File: src/tya_pkg.sv
// Shared constants, types and decode helpers for the yellow alarm block.
// Assumes one transmit framer clock and a framer that marks frame edges.
package tya_pkg;

    // Register map
    localparam logic [11:0] CTRL_OFFSET = 12'h108;
    localparam logic [11:0] STAT_OFFSET = 12'h109;
    localparam logic [7:0] CTRL_RESET = 8'h00;

    // Control field positions
    localparam int RULE_BIT = 7;
    localparam int START_BIT = 6;
    localparam int FMT_MSB = 5;
    localparam int FMT_LSB = 4;

    // Status field positions
    localparam int STAT_ACTIVE_BIT = 0;
    localparam int STAT_GAP_BIT = 1;
    localparam int STAT_PULSE_BIT = 2;

    // Format field codes
    localparam logic [1:0] FMT_OFF = 2'h0;
    localparam logic [1:0] FMT_A = 2'h1;
    localparam logic [1:0] FMT_B = 2'h2;
    localparam logic [1:0] FMT_C = 2'h3;

    // Data link patterns and repeat count
    localparam logic [15:0] PAT_HALF = 16'hFF00;
    localparam logic [15:0] PAT_ONES = 16'hFFFF;
    localparam logic [7:0] PAT_REPEATS = 8'hFF;

    // One second measured in frames
    localparam int ONE_SEC_US = 1000000;
    localparam int FRAME_US = 125;
    localparam int FRAMES_PER_SEC = ONE_SEC_US / FRAME_US;

    // Framing select codes from the framer
    localparam logic [2:0] FS_SF = 3'h5;
    localparam logic [2:0] FS_N = 3'h6;
    localparam logic [2:0] FS_DMUX = 3'h7;

    typedef enum logic [2:0] {FR_ESF, FR_SF, FR_N, FR_DMUX, FR_OTHER} tya_framing_t;

    typedef struct packed {
        logic rule_enf;
        logic rai_start_stop_ctl;
        logic [1:0] fmt;
    } tya_ctrl_t;

    typedef struct packed {
        logic bit2_zero;
        logic fs12_one;
        logic y_bit_zero;
        logic dl_rai;
        logic dl_bit;
    } tya_line_t;

    // Framing select to framing kind
    function automatic tya_framing_t decode_framing(input logic [2:0] sel);
        tya_framing_t f;
        f = FR_OTHER;
        if (!sel[2])
            f = FR_ESF;
        else if (sel == FS_SF)
            f = FR_SF;
        else if (sel == FS_N)
            f = FR_N;
        else if (sel == FS_DMUX)
            f = FR_DMUX;
        return f;
    endfunction : decode_framing

endpackage : tya_pkg

File: src/tya_sec_timer.sv
// One-second timer counted in transmitted frames.
// Assumes frame_tick is a one-cycle pulse per frame on the same clock.
`timescale 1ns/100ps
module tya_sec_timer #(
    parameter int FRAMES = tya_pkg::FRAMES_PER_SEC
) (
    input wire logic sys_clk,
    input wire logic rst,
    input wire logic restart,
    input wire logic frame_tick,
    output logic expired
);
    localparam int CNT_W = $clog2(FRAMES + 1);

    logic [CNT_W-1:0] count_q;
    logic expired_q;

    if (FRAMES < 2)
    begin : g_bad_frames
        $error("tya_sec_timer: FRAMES must be at least 2");
    end

    // Expire on the tick after FRAMES ticks, so a partial first frame never shortens it
    always_ff @(posedge sys_clk)
    begin
        if (rst || restart)
        begin
            count_q <= '0;
            expired_q <= 1'b0;
        end
        else if (frame_tick && !expired_q)
        begin
            if (count_q == CNT_W'(FRAMES))
                expired_q <= 1'b1;
            else
                count_q <= count_q + 1'b1;
        end
    end

    assign expired = expired_q;

endmodule : tya_sec_timer

File: src/tya_dl_pattern.sv
// Repeating 16-bit yellow alarm pattern for the ESF data link.
// Assumes dl_slot pulses once per data link bit, on the same clock.
`timescale 1ns/100ps
module tya_dl_pattern (
    input wire logic sys_clk,
    input wire logic rst,
    input wire logic restart,
    input wire logic enable,
    input wire logic dl_slot,
    input wire logic all_ones,
    output logic dl_bit,
    output logic reps_done
);
    logic [3:0] idx_q;
    logic [7:0] reps_q;
    logic dl_bit_q;
    logic [15:0] pat;

    // Pattern choice; sent most significant bit first
    assign pat = all_ones ? tya_pkg::PAT_ONES : tya_pkg::PAT_HALF;

    // Bit index and saturating repetition count
    always_ff @(posedge sys_clk)
    begin
        if (rst || restart || !enable)
        begin
            idx_q <= 4'h0;
            reps_q <= 8'h00;
            dl_bit_q <= 1'b0;
        end
        else if (dl_slot)
        begin
            dl_bit_q <= pat[4'hF - idx_q];
            idx_q <= idx_q + 4'h1;
            if (idx_q == 4'hF && reps_q != tya_pkg::PAT_REPEATS)
                reps_q <= reps_q + 8'h01;
        end
    end

    assign dl_bit = dl_bit_q;
    assign reps_done = (reps_q == tya_pkg::PAT_REPEATS);

endmodule : tya_dl_pattern

File: src/tya_yellow_alarm.sv
// Transmit yellow alarm (RAI) generator for one T1 channel.
// Assumes framer timing pulses and framing select on sys_clk.
`timescale 1ns/100ps
module tya_yellow_alarm #(
    parameter int ADDR_W = 12,
    parameter int FRAMES_PER_SEC = tya_pkg::FRAMES_PER_SEC
) (
    input wire logic sys_clk,
    input wire logic rst,
    input wire logic [ADDR_W-1:0] reg_addr,
    input wire logic [7:0] reg_wdata,
    input wire logic reg_wr,
    input wire logic reg_rd,
    output logic [7:0] reg_rdata,
    input wire logic [2:0] framing_sel,
    input wire logic frame_tick,
    input wire logic dl_slot,
    output tya_pkg::tya_line_t line_ctl,
    output logic rai_active
);

    // Elaboration checks
    if (ADDR_W < 12)
    begin : g_bad_addr
        $error("tya_yellow_alarm: ADDR_W too narrow for the register map");
    end

    if (FRAMES_PER_SEC < 2)
    begin : g_bad_frames
        $error("tya_yellow_alarm: FRAMES_PER_SEC must be at least 2");
    end

    // Episode states:
    // idle waits for a request, min holds the alarm for the first second,
    // hold keeps it while the request stands, gap enforces the spacing.
    // Format zero leaves min and hold at once, so the minimum length
    // is traded away for a clean software abort.
    // The gap is only ever entered with the rule enforced.
    // Leaving the rule mid-gap releases the spacing in one cycle.
    typedef enum logic [1:0] {ST_IDLE, ST_MIN, ST_HOLD, ST_GAP} tya_state_t;

    // Registers, plus the sequencer's next state and timer restart
    tya_pkg::tya_ctrl_t ctrl_q;
    logic [7:0] rdata_q;
    logic fmt0_prev_q;
    logic pulse_run_q;
    tya_state_t state_q;
    tya_state_t state_d;
    logic timer_restart;
    logic bit2_zero_q;
    logic fs12_one_q;
    logic y_bit_zero_q;
    logic dl_rai_q;

    // Wires
    tya_pkg::tya_framing_t framing;
    logic is_esf;
    logic is_sfn;
    logic is_dmux;
    logic fmt_on;
    logic fmt_a_or_c;
    logic fmt_b;
    logic yel0_rise;
    logic req_free;
    logic req_enf;
    logic req;
    logic active;
    logic sec_expired;
    logic dl_bit;
    logic reps_done;
    logic pat_restart;
    logic pat_enable;
    logic ctrl_hit;
    logic stat_hit;
    logic [7:0] ctrl_byte;
    logic [7:0] stat_byte;
    logic [7:0] rd_mux;
    logic in_min;
    logic in_hold;
    logic in_gap;
    logic fmt_c;
    logic ctrl_wr;
    logic wr_rule;
    logic wr_start;
    logic [1:0] wr_fmt;
    logic bit2_zero_d;
    logic fs12_one_d;
    logic y_bit_zero_d;
    logic dl_rai_d;

    // Register decode; full-width compare so aliases never hit
    assign ctrl_hit = (reg_addr == ADDR_W'(tya_pkg::CTRL_OFFSET));
    assign stat_hit = (reg_addr == ADDR_W'(tya_pkg::STAT_OFFSET));

    // Write strobe qualified by the control address
    assign ctrl_wr = reg_wr && ctrl_hit;
    // Incoming control fields, picked by their named positions
    assign wr_rule = reg_wdata[tya_pkg::RULE_BIT];
    assign wr_start = reg_wdata[tya_pkg::START_BIT];
    assign wr_fmt = reg_wdata[tya_pkg::FMT_MSB:tya_pkg::FMT_LSB];

    // Control byte; low nibble is reserved and reads zero
    assign ctrl_byte = {ctrl_q.rule_enf, ctrl_q.rai_start_stop_ctl, ctrl_q.fmt, 4'h0};

    // Status byte shows the generator's own state
    assign stat_byte = {5'h00, pulse_run_q, in_gap, active};

    // Read selection; unmapped addresses read zero
    assign rd_mux = ctrl_hit ? ctrl_byte : (stat_hit ? stat_byte : 8'h00);

    // Control register; status is read-only, writes there are dropped
    // The bus never waits: a write lands on the strobe edge, and the
    // new controls act from the following cycle on.
    // Only the upper nibble is stored; the reserved bits cost no flops.
    always_ff @(posedge sys_clk)
    begin
        if (rst)
        begin
            ctrl_q <= tya_pkg::tya_ctrl_t'(tya_pkg::CTRL_RESET[7:4]);
        end
        else if (ctrl_wr)
        begin
            ctrl_q.rule_enf <= wr_rule;
            ctrl_q.rai_start_stop_ctl <= wr_start;
            ctrl_q.fmt <= wr_fmt;
        end
    end

    // Read data valid only in the cycle after the strobe
    always_ff @(posedge sys_clk)
    begin
        if (rst)
            rdata_q <= 8'h00;
        else if (reg_rd)
            rdata_q <= rd_mux;
        else
            rdata_q <= 8'h00;
    end

    assign reg_rdata = rdata_q;

    // Framing kind; other framings get no alarm encoding here
    assign framing = tya_pkg::decode_framing(framing_sel);
    assign is_esf = (framing == tya_pkg::FR_ESF);
    assign is_sfn = (framing == tya_pkg::FR_SF) || (framing == tya_pkg::FR_N);
    assign is_dmux = (framing == tya_pkg::FR_DMUX);

    // Format decode
    assign fmt_on = (ctrl_q.fmt != tya_pkg::FMT_OFF);
    assign fmt_b = (ctrl_q.fmt == tya_pkg::FMT_B);
    assign fmt_a_or_c = fmt_on && !fmt_b;
    assign fmt_c = (ctrl_q.fmt == tya_pkg::FMT_C);

    // A fresh pulse is a low-to-high change of the low format bit
    assign yel0_rise = ctrl_q.fmt[0] && !fmt0_prev_q;

    always_ff @(posedge sys_clk)
    begin
        if (rst)
            fmt0_prev_q <= 1'b0;
        else
            fmt0_prev_q <= ctrl_q.fmt[0];
    end

    // Short-pulse flag stays set until 255 patterns have gone out or the format goes to zero
    always_ff @(posedge sys_clk)
    begin
        if (rst)
            pulse_run_q <= 1'b0;
        else if (yel0_rise)
            pulse_run_q <= 1'b1;
        else if (reps_done || !fmt_on)
            pulse_run_q <= 1'b0;
    end

    // Free-running request: format alone sets duration
    // ESF with 10 lasts as long as the upper bit; 01/11 last as long as the low bit is set
    assign req_free = fmt_on && (!is_esf || fmt_b || ctrl_q.fmt[0] || pulse_run_q);

    // Enforced request: start bit governs duration
    assign req_enf = ctrl_q.rai_start_stop_ctl && fmt_on;

    // Start bit only matters with the rule enforced
    assign req = ctrl_q.rule_enf ? req_enf : req_free;

    // Episode sequencer
    // The gap state is entered only when the rule is enforced
    always_comb
    begin
        state_d = state_q;
        timer_restart = 1'b0;
        unique case (state_q)
            ST_IDLE:
            begin
                if (req)
                begin
                    state_d = ST_MIN;
                    timer_restart = 1'b1;
                end
            end
            ST_MIN:
            begin
                // Hold at least one second in every framing unless format zero aborts
                if (!fmt_on)
                    state_d = ST_IDLE;
                else if (sec_expired)
                begin
                    if (req)
                        state_d = ST_HOLD;
                    else if (ctrl_q.rule_enf)
                    begin
                        state_d = ST_GAP;
                        timer_restart = 1'b1;
                    end
                    else
                        state_d = ST_IDLE;
                end
            end
            ST_HOLD:
            begin
                if (!fmt_on)
                    state_d = ST_IDLE;
                else if (!req)
                begin
                    if (ctrl_q.rule_enf)
                    begin
                        state_d = ST_GAP;
                        timer_restart = 1'b1;
                    end
                    else
                        state_d = ST_IDLE;
                end
            end
            ST_GAP:
            begin
                // Dropping the rule mid-gap releases the spacing at once
                if (sec_expired || !ctrl_q.rule_enf)
                    state_d = ST_IDLE;
            end
        endcase
    end

    always_ff @(posedge sys_clk)
    begin
        if (rst)
            state_q <= ST_IDLE;
        else
            state_q <= state_d;
    end

    // State decode shared by status, alarm level and line encoding
    assign in_min = (state_q == ST_MIN);
    assign in_hold = (state_q == ST_HOLD);
    assign in_gap = (state_q == ST_GAP);

    // Alarm on the line; format zero always silences it
    assign active = fmt_on && (in_min || in_hold);

    // Second counted in transmitted frames
    // Counting frames rather than clocks keeps the second exact whatever
    // the system clock rate, at the cost of needing the framer's tick.
    tya_sec_timer #(
        .FRAMES(FRAMES_PER_SEC)
    ) u_sec_timer (
        .sys_clk(sys_clk),
        .rst(rst),
        .restart(timer_restart),
        .frame_tick(frame_tick),
        .expired(sec_expired)
    );

    // ESF pattern restarts on each new pulse and each new episode
    assign pat_restart = yel0_rise || timer_restart;
    assign pat_enable = active && is_esf;

    tya_dl_pattern u_dl_pattern (
        .sys_clk(sys_clk),
        .rst(rst),
        .restart(pat_restart),
        .enable(pat_enable),
        .dl_slot(dl_slot),
        .all_ones(fmt_c),
        .dl_bit(dl_bit),
        .reps_done(reps_done)
    );

    // Next line flags; only the encoding differs between formats
    assign bit2_zero_d = active && is_sfn && fmt_a_or_c;
    assign fs12_one_d = active && is_sfn && fmt_b;
    assign y_bit_zero_d = active && is_dmux;
    assign dl_rai_d = pat_enable;

    // Line encoding, registered so the framer sees clean levels
    // Enforced or not, the format field only chooses which bits change
    always_ff @(posedge sys_clk)
    begin
        if (rst)
        begin
            bit2_zero_q <= 1'b0;
            fs12_one_q <= 1'b0;
            y_bit_zero_q <= 1'b0;
            dl_rai_q <= 1'b0;
        end
        else
        begin
            bit2_zero_q <= bit2_zero_d;
            fs12_one_q <= fs12_one_d;
            y_bit_zero_q <= y_bit_zero_d;
            dl_rai_q <= dl_rai_d;
        end
    end

    // Outputs
    assign line_ctl.bit2_zero = bit2_zero_q;
    assign line_ctl.fs12_one = fs12_one_q;
    assign line_ctl.y_bit_zero = y_bit_zero_q;
    assign line_ctl.dl_rai = dl_rai_q;
    assign line_ctl.dl_bit = dl_bit;
    assign rai_active = active;

endmodule : tya_yellow_alarm

File: config.mk
export PLATFORM = sky130hd
export DESIGN_NAME = tya_yellow_alarm
export DESIGN_NICKNAME = d
export VERILOG_FILES = /design/src/tya_pkg.sv /design/src/tya_sec_timer.sv /design/src/tya_dl_pattern.sv /design/src/tya_yellow_alarm.sv
export SDC_FILE = /design/constraint.sdc
export NUM_CORES = 1
export LEC_CHECK = 0
export ABC_AREA = 1
export CAP_MARGIN = 20
export CORE_UTILIZATION = 55
export CTS_CLUSTER_SIZE = 24
export DETAILED_ROUTE_END_ITERATION = 12
export DONT_BUFFER_PORTS = 1
export PLACE_DENSITY = 0.68
export SLEW_MARGIN = 0
export SYNTH_ARGS = -nofsm -noshare
export SYNTH_HDL_FRONTEND = slang
export SYNTH_SLANG_ARGS = --single-unit
File: constraint.sdc
create_clock -name sys_clk -period 2.25 [get_ports sys_clk]
set_input_delay 0.45 -clock sys_clk [delete_from_list [all_inputs] [get_ports sys_clk]]
set_output_delay 0.45 -clock sys_clk [all_outputs]
set_load 0.05 [all_outputs]
# After elaboration in Yosys (flattened, before gate mapping)
# Index checks and enable logic that the tools add are counted.
# Widths: inputs -> output; s select.
[totals]
ff_bits = 47
inputBits = 29
[classes]
add_sub_neg = 4
magnitude_cmp = 1
eq_ne = 21
muxes = 28
bitwise_logic = 3
reduce_logical = 42
[op_table]
columns = ["cell", "count"]
rows = [
  ["$eq 12x9->1 const B", 2],
  ["$mux 2", 8],
  ["$mux 8", 2],
  ["$mux 3", 5],
  ["$add 13x1->13 const B", 1],
  ["$eq 13x13->1 const B", 1],
  ["$logic_and 1x1->1", 13],
  ["$logic_or 1x1->1", 11],
  ["$mux 1", 10],
  ["$eq 3x3->1 const B", 3],
  ["$add 8x1->8 const B", 1],
  ["$eq 2x2->1 const B", 4],
  ["$eq 8x8->1 const B", 1],
  ["$ne 8x8->1 const B", 1],
  ["$pmux 2 s4", 1],
  ["$logic_not 1->1", 7],
  ["$eq 3x2->1 const B", 2],
  ["$reduce_and 2->1", 3],
  ["$lt 4x5->1 const B", 1],
  ["$add 4x1->4 const B", 1],
  ["$bmux 1 s4", 1],
  ["$eq 4x4->1 const B", 1],
  ["$reduce_and 4->1", 1],
  ["$reduce_bool 2->1", 2],
  ["other kinds (14)", 16],
]

# Longest topological paths before layout
# Gate-level depths: netlist (run 1).
[depth]
word_depth = 19
mapped_depth = 10
mapped_depth_nobuf = 9

# Hierarchy
# From an unflattened synthesis (run 1), not the netlist that was laid out.
[hier_totals]
hier_cells = 368
area_unflattened_um2 = 2538.7
[by_module_without_submodules]
columns = ["module", "n_inst", "cells_per_inst", "area_per_inst_um2", "seq_area_each_um2"]
rows = [
  ["tya_yellow_alarm", 1, 133, 942.2, 380.4],
  ["tya_sec_timer", 1, 135, 869.6, 280.3],
  ["tya_dl_pattern", 1, 100, 726.9, 260.2],
]

# Worst setup path after synthesis (run 1)
# Ideal clock, no wire load.
[synth_timing]
kind = "register to register"
start = "reg state_q[1]"
end = "reg u_sec_timer.count_q[3]"
setup_time_ns = 0.116
arrival_ns = 1.801
required_time_ns = 2.134
path_slack_ns = 0.333
stages_incl_launch_ff = 11
n_path_buf = 1
period_less_slack_ns = 1.917
path_cell_list = "dfxtp_1 -> inv_1 -> ha_1 -> inv_1 -> nor2_2 -> nand2_1 -> o21ai_0 -> nand2_1 -> nand2_2 -> buf_6 -> a21oi_1"
[synth_between]
elab_chain_cells = 3
[synth_lines]
columns = ["item", "line_no", "source"]
rows = [
  ["start, declared", "tya_yellow_alarm.sv:47", "tya_state_t state_q;"],
  ["start signal, assigned", "tya_yellow_alarm.sv:248", "state_q <= state_d;"],
  ["$eq 2x2->1, or another cell as far along", "tya_yellow_alarm.sv:192", "unique case (state_q)"],
  ["$pmux 1 s3 *", "tya_yellow_alarm.sv:192", ""],
  ["$logic_or 1x1->1 *", "tya_sec_timer.sv:26", "if (rst || restart)"],
  ["end signal, assigned", "tya_sec_timer.sv:36", "count_q <= count_q + 1'b1;"],
  ["end, declared", "tya_sec_timer.sv:15", "logic [CNT_W-1:0] count_q;"],
]
# Every way passes the cells marked *; elsewhere a longest branch is shown, timed or not.
# A chain may end at the register's enable or synchronous reset.

# Worst setup path in the final report (run 1)
[layout_timing]
start = "reg state_q[1]"
end = "out rai_active"
[layout_between]
elab_chain_cells = 3
[layout_lines]
columns = ["item", "line_no", "source"]
rows = [
  ["$eq 2x1->1 or $eq 2x2->1 (tied branches)", "tya_yellow_alarm.sv:252, tya_yellow_alarm.sv:253", ""],
  ["$logic_or 1x1->1 *", "tya_yellow_alarm.sv:257", "assign active = fmt_on && (in_min || in_hold);"],
  ["$logic_and 1x1->1 *", "tya_yellow_alarm.sv:257", ""],
  ["end, declared", "tya_yellow_alarm.sv:19", "output logic rai_active"],
]
# Marked as above.

==> results of run 1 <==
routing by layer:
layer  wire, um  part of all wire
met5          0                 0
met4         70             0.015
met3        188             0.041
met2       2160              0.47
met1       2170              0.47
per-stage QoR:
step / cell area (um^2) / std cells
4_1_cts: 2600 / 412
3_5_place_dp: 2490 / 404
6_report: 2600 / 412
3_3_place_gp: 2490 / 404
2_1_floorplan: 2520 / 362
5_1_grt: 2600 / 412
cells by family (layout without fill, tap and decap cells):
logic type,count (synthesis),count (layout),synth area share
muxes,1,1,0.00398
and+or+nand+nor,203,203,0.357
xor gates and xnor gates,11,11,0.0383
adders and majority gates,9,9,0.0447
DFF,46,46,0.366
other,1,1,0.00149
buffers and inverters,60,58,0.112
AOI/OAI and AO/OA,31,31,0.0770
worst max-delay path: cells and delay by family (launching register included):
family	cells	cell delay, ns
flops	1	0.39
buf+inv	3	0.37
fa+ha+maj	1	0.30
simple gates	1	0.11
report_power, final:
part	switching, W	total (W)	internal [W]
logic	0.000123	0.000193	0.0000702
registers	0.0000179	0.000849	0.000831
clock network	0.000281	0.000563	0.000282
state kept, by name, summed over array words and instances (netlist names), 2 cells and up:
name and cells:
ctrl_byte 4, reg_rdata 7, state_q 2, u_dl_pattern.idx_q 4
u_dl_pattern.reps_q 8, u_sec_timer.count_q 13
worst paths after layout:
check	end	slack, ns	cells past startpoint
min reg2reg	reg_rdata[2]	0.44	2
min	fmt0_prev_q	0.21	1
max	rai_active	0.34	5
max reg2reg	u_dl_pattern.reps_q[3]	0.50	9
cell type report:
cell class,instances,area [um^2]
Clock buffer,7,96.3
Fill cell,412,1790
Clock inverter,1,8.76
Inverter,49,184
Timing Repair Buffer,1,7.51
Sequential cell,46,921
Tap cell,52,65.1
Multi-Input combinational cell,256,1320
cells in the mapped netlist:
| master | count | area (um^2) |
|---|---|---|
| nand2_1 | 104 | 390 |
| nor2_1 | 49 | 184 |
| dfxtp_1 | 46 | 921 |
| inv_1 | 46 | 173 |
| nand3_1 | 16 | 80.1 |
| nand4_1 | 16 | 100 |
| a21oi_1 | 14 | 70.1 |
| ha_1 | 9 | 113 |
| xor2_1 | 9 | 78.8 |
| a21oi_2 | 8 | 70.1 |
| buf_4 | 6 | 45.0 |
| o21ai_0 | 5 | 25.0 |
| nor3_1 | 4 | 20.0 |
| nand2_2 | 3 | 18.8 |
| nand3b_1 | 3 | 22.5 |
| buf_2 | 2 | 10.0 |
| buf_6 | 2 | 22.5 |
| inv_2 | 2 | 7.51 |
| nand2_4 | 2 | 22.5 |
| nor2_2 | 2 | 12.5 |
| o211ai_1 | 2 | 15.0 |
| xnor2_1 | 2 | 17.5 |
| a31oi_1 | 1 | 6.26 |
| buf_12 | 1 | 20.0 |
| clkinv_1 | 1 | 3.75 |
| conb_1 | 1 | 3.75 |
| mux2i_1 | 1 | 10.0 |
| nand3_4 | 1 | 17.5 |
| nor2_4 | 1 | 11.3 |
| nor4_1 | 1 | 6.26 |
| nor4_2 | 1 | 12.5 |
| o21a_1 | 1 | 7.51 |
==> out/metrics.yaml, run 1 <==
grt_pass1_wl_mm: 7.91
io_pins: 43
cp_data_arrival_time_ns: 1.46
core.rowCount: 24
cts_sinks: 46
start_util: 0.574
avgViaCountPerCell: 5.08
fin_crit_sh: 0.851
layout-drive-gt1-share: 0.0806
tns_ns: 0
synth_area_mm2: 0.00252
fmax_mhz: 522
setup_viol: 0
powerDensity_mw_per_mm2: 618
areaGrowthSynthToFinish_pct: 3.18
use_met2: 0.337
drc: 0
hold_start: "rst"
dp_hpwl_mm: 3.38
use_met3: 0.0523
cp-startpoint: "state_q[1]"
coreArea_mm2: 0.00438
cts_buffers: 5
criticalPathCategory: "reg2out"
antenna_found_initial: 0
worstHoldPathType: "in2reg"
ys.warnings.count: 0
final_common_cell: "nand2_1"
rsz0062_at_grt: "no"
place_congestion: 0.871
hold_slack_ns: 0.213
critPathMaxStageDelay_ns: 0.39
busiest_layer: "met2"
vdd_drop_max_v: 0.000451
cts_hold_buf: 0
syn_nets: 400
grt.total_usage: 0.199
cap_violations: 0
cts_tree: "built"
worst_pin_slew_ns: 0.516
overflow: 0
fp.dieW_um: 69.7
clock_skew_ns: 0.00311
startpoint_type: "flop"
ys_ff_latch: 46
post_drt_wl_per_cell_um: 11.2
die_h_um: 69.7
synth_area_per_cell_um2: 6.95
port_buffers: 0
synthCells: 362
maxSlewHeadroom: 0.655
final_nets: 397
synth-seq-area-share: 0.366
critPathMaxFanout: 4
clock_path_buffers: 2
grt_max_degree: 15
die_area_mm2: 0.00485
cp_cell_sequence: "inv_1 > ha_1 > inv_1 > nor2_2 > buf_4"
routed_wl_mm: 4.60
r2r_start: "state_q[1]"
vias: 2094
fin_util: 0.592
slowest_stage: "dfxtp_1"
slew_viol_final: 0
outcome: "finished clean"
final_cell_mix: "104 x nand2_1, 49 x nor2_1, 46 x inv_1, 46 x dfxtp_1"
post-cts-setup-buffer-count: 0
grt_pass1_vias: 1899
period_minus_slack_ns: 1.91
ys_types: 32
drtAntennaViolNets: 0
met1_usage: 0.245
hold_viol: 0
path_clk_slew_ns: 0.09
power_w: 0.00161
drt_first_pass_iters: 4
crit_required_ns: 1.80
end_kind: "output port"
preCtsSetupSlack_ns: 0.486
dr.first_iter.drc_count: 104
cts_root_buffer: "clkbuf_8"
leakage_nw: 1.01
worst_slack_ns: 0.336
htreeDepth: 2
post_cts_resized: 0
n_antenna_cell: 0
cpMostUsedCell: "inv_1"
insertion_delay_ns: 0.29
No activity file was read; power rests on OpenSTA's default activity.
==> inputs of run 2 (changes only) <==
--- a/config.mk
+++ b/config.mk
@@ -5,7 +5,6 @@
 export SDC_FILE = /design/constraint.sdc
 export NUM_CORES = 1
 export LEC_CHECK = 0
-export ABC_AREA = 1
 export CAP_MARGIN = 20
 export CORE_UTILIZATION = 55
 export CTS_CLUSTER_SIZE = 24
==> out/metrics.yaml, run 2 <==
synthCells: 236  # was 362
grt_pass1_wl_mm: 6.88  # was 7.91 mm
period_minus_slack_ns: 2.07  # was 1.91 ns
final_common_cell: "dfxtp_1"  # was nand2_1
busiest_layer: "met2"  # unchanged
n_antenna_cell: 0  # unchanged
place_congestion: 0.846  # was 0.871
drt_first_pass_iters: 4  # unchanged
hold_viol: 0  # unchanged
die_h_um: 65.2  # was 69.7 um
synth_top_flop_cell: "dfxtp_1"  # unchanged
synth_top_area_frac: 0.419  # was 0.366
cts_sinks: 46  # unchanged
core.rowCount: 22  # was 24
synth_area_leaders: "dfxtp_1 42%, xor2_1 6.4%, nor2_1 6.0%, ha_1 5.1%, mux2i_1 3.6%"  # was dfxtp_1 37%, nand2_1 16%, nor2_1 7.3%, inv_1 6.9%, ha_1 4.5%
cts_buffers: 5  # unchanged
yosysMostFrequentCell: "dfxtp_1"  # was nand2_1
r2r_cells: 6  # was 9
yosys.area.top_type: "dfxtp_1"  # unchanged
final_nets: 268  # was 397
cts_hold_buf: 0  # unchanged
final_cell_mix: "46 x dfxtp_1, 35 x nor2_1, 16 x xor2_1"  # was 104 x nand2_1, 49 x nor2_1, 46 x inv_1, 46 x dfxtp_1
grt.total_usage: 0.213  # was 0.199
port_buffers: 0  # unchanged
synth_edf_count: 0  # unchanged
grt_pass1_vias: 1541  # was 1899
synth-seq-area-share: 0.419  # was 0.366
clock_skew_ns: 0.00881  # was 0.00311 ns
hold_slack_ns: 0.208  # was 0.213 ns
post_cts_resized: 0  # unchanged
top_register: "u_sec_timer.count_q"  # unchanged
fmax_mhz: 482  # was 522 MHz
worst_pin_slew_ns: 0.541  # was 0.516 ns
coreArea_mm2: 0.00374  # was 0.00438 mm^2
holdPathEnd: "pulse_run_q"  # was fmt0_prev_q
fin_area_mm2: 0.00227  # was 0.00260 mm^2
antenna_found_initial: 0  # unchanged
overflow: 0  # unchanged
tns_ns: 0  # unchanged
synth_commonest_cells: "46 x dfxtp_1, 35 x nor2_1, 16 x xor2_1"  # was 104 x nand2_1, 49 x nor2_1, 46 x dfxtp_1, 46 x inv_1
criticalPathCategory: "reg2out"  # unchanged
cp_top_family: "simple AND/OR/NAND/NOR gates"  # was flip-flops
die_area_mm2: 0.00425  # was 0.00485 mm^2
met1_usage: 0.250  # was 0.245
synth_area_mm2: 0.00220  # was 0.00252 mm^2
insertion_delay_ns: 0.30  # was 0.29 ns
power_w: 0.00150  # was 0.00161 W
ys_ff_latch: 46  # unchanged
rrSetupSlack_ns: 0.22  # was 0.50 ns
avgViaCountPerCell: 5.66  # was 5.08
r2r_start: "state_q[0]"  # was state_q[1]
hold_start: "rst"  # unchanged
r2r_end: "u_dl_pattern.dl_bit"  # was u_dl_pattern.reps_q[3]
ys.warnings.count: 0  # unchanged
fp.dieW_um: 65.2  # was 69.7 um
cp_data_arrival_time_ns: 1.62  # was 1.46 ns
async_flop_share: 0  # unchanged
slew_viol_final: 0  # unchanged
outcome: "finished clean"  # unchanged
routed_wl_mm: 4.07  # was 4.60 mm
powerDensity_mw_per_mm2: 662  # was 618 mW/mm^2
slowest_stage: "and2_1"  # was dfxtp_1
io_pins: 43  # unchanged
grt_max_degree: 16  # was 15
placed_area_mm2: 0.00216  # was 0.00249 mm^2
rsz0062_at_grt: "no"  # unchanged
hold_depth: 1  # unchanged
ys_types: 44  # was 32
drtAntennaViolNets: 0  # unchanged
cp-startpoint: "state_q[0]"  # was state_q[1]
fin_util: 0.607  # was 0.592
layout-drive-gt1-share: 0.0693  # was 0.0806
cap_violations: 0  # unchanged
crit_required_ns: 1.80  # about the same
crit_buf_inv: 1  # was 3
post-cts-setup-buffer-count: 0  # unchanged
drc: 0  # unchanged
path_clk_slew_ns: 0.08  # was 0.09 ns
fin_crit_sh: 0.922  # was 0.851
htreeDepth: 2  # unchanged
use_met2: 0.341  # was 0.337
startpoint_type: "flop"  # unchanged
post_drt_wl_per_cell_um: 14.6  # was 11.2 um
synth_area_per_cell_um2: 9.30  # was 6.95 um^2
clock_path_buffers: 2  # unchanged
worstHoldPathType: "in2reg"  # unchanged
cts_tree: "built"  # unchanged
cts_root_buffer: "clkbuf_8"  # unchanged
critPathMaxStageDelay_ns: 0.49  # was 0.39 ns
areaGrowthSynthToFinish_pct: 3.42  # was 3.18%
start_util: 0.587  # was 0.574
cp_cell_sequence: "inv_1 > ha_1 > and2_1"  # was inv_1 > ha_1 > inv_1 > nor2_2 > buf_4
critPathMaxFanout: 4  # unchanged
largest_register_ffs: 13  # unchanged
dp_hpwl_mm: 3.04  # was 3.38 mm
vias: 1578  # was 2094
maxSlewHeadroom: 0.639  # was 0.655
syn_nets: 274  # was 400
setup_viol: 0  # unchanged
vdd_drop_max_v: 0.000380  # was 0.000451 V
leakage_nw: 0.877  # was 1.01 nW
dr.first_iter.drc_count: 81  # was 104
use_met3: 0.0712  # was 0.0523
end_kind: "output port"  # unchanged
-- run 2: cell types whose count changed after synthesis, moves of 6 or more --
cell | previous run | this run
nand2_1 | 104 | 12
and2_1 | 0 | 9
nand3_1 | 16 | 6
nor2_1 | 49 | 35
and3_1 | 0 | 6
xor2_1 | 9 | 16
nand4_1 | 16 | 9
mux2i_1 | 1 | 8
a21oi_2 | 8 | 0
inv_1 | 46 | 6
-- run 2: metrics by stage --
step                      worst slack [ns]  instances
after floorplan                      0.634        236
after global placement               0.336        271
after detailed placement             0.259        271
after CTS                            0.190        279
after global routing                0.0576        279
final                                0.176        279
-- run 2: logic make-up after synthesis --
kind of cell,Yosys count,share of synthesized area
and+or+nand+nor,109,0.276
buffers and inverters,19,0.0536
adders and majority gates,9,0.0513
AOI/OAI and AO/OA,24,0.0792
DFF,46,0.419
xor gates and xnor gates,18,0.0718
other,1,0.00171
muxes,10,0.0467
-- run 2: cell type report --
cell class / count / area [um^2]
clock buffer: 6 / 72.6
clock inverter: 2 / 37.5
fill: 332 / 1470
inverter: 6 / 22.5
multi-input combinational: 171 / 1160
sequential: 46 / 921
tap: 48 / 60.1
-- run 2: worst max path at each step --
stage	slack [ns]	endpoint	cells past startpoint
after CTS	0.19	rai_active	3
final	0.18	rai_active	3
after global placement	0.34	u_dl_pattern.dl_bit	6
after detailed placement	0.26	u_dl_pattern.dl_bit	6
after floorplan	0.63	u_dl_pattern.reps_q[7]	7
after global routing	0.06	u_dl_pattern.dl_bit	6
-- run 2: where the power goes --
part	switching [W]	internal (W)
Sequential	0.00000786	0.000820
Combinational	0.0000432	0.0000329
Clock	0.000268	0.000331
Total	0.000319	0.00118
-- run 2: per-layer routing --
metal	vias to the layer above	routed length (um)
li1	797	-
met1	721	1870
met4	0	80
met2	48	1920
met5	-	0
met3	12	205
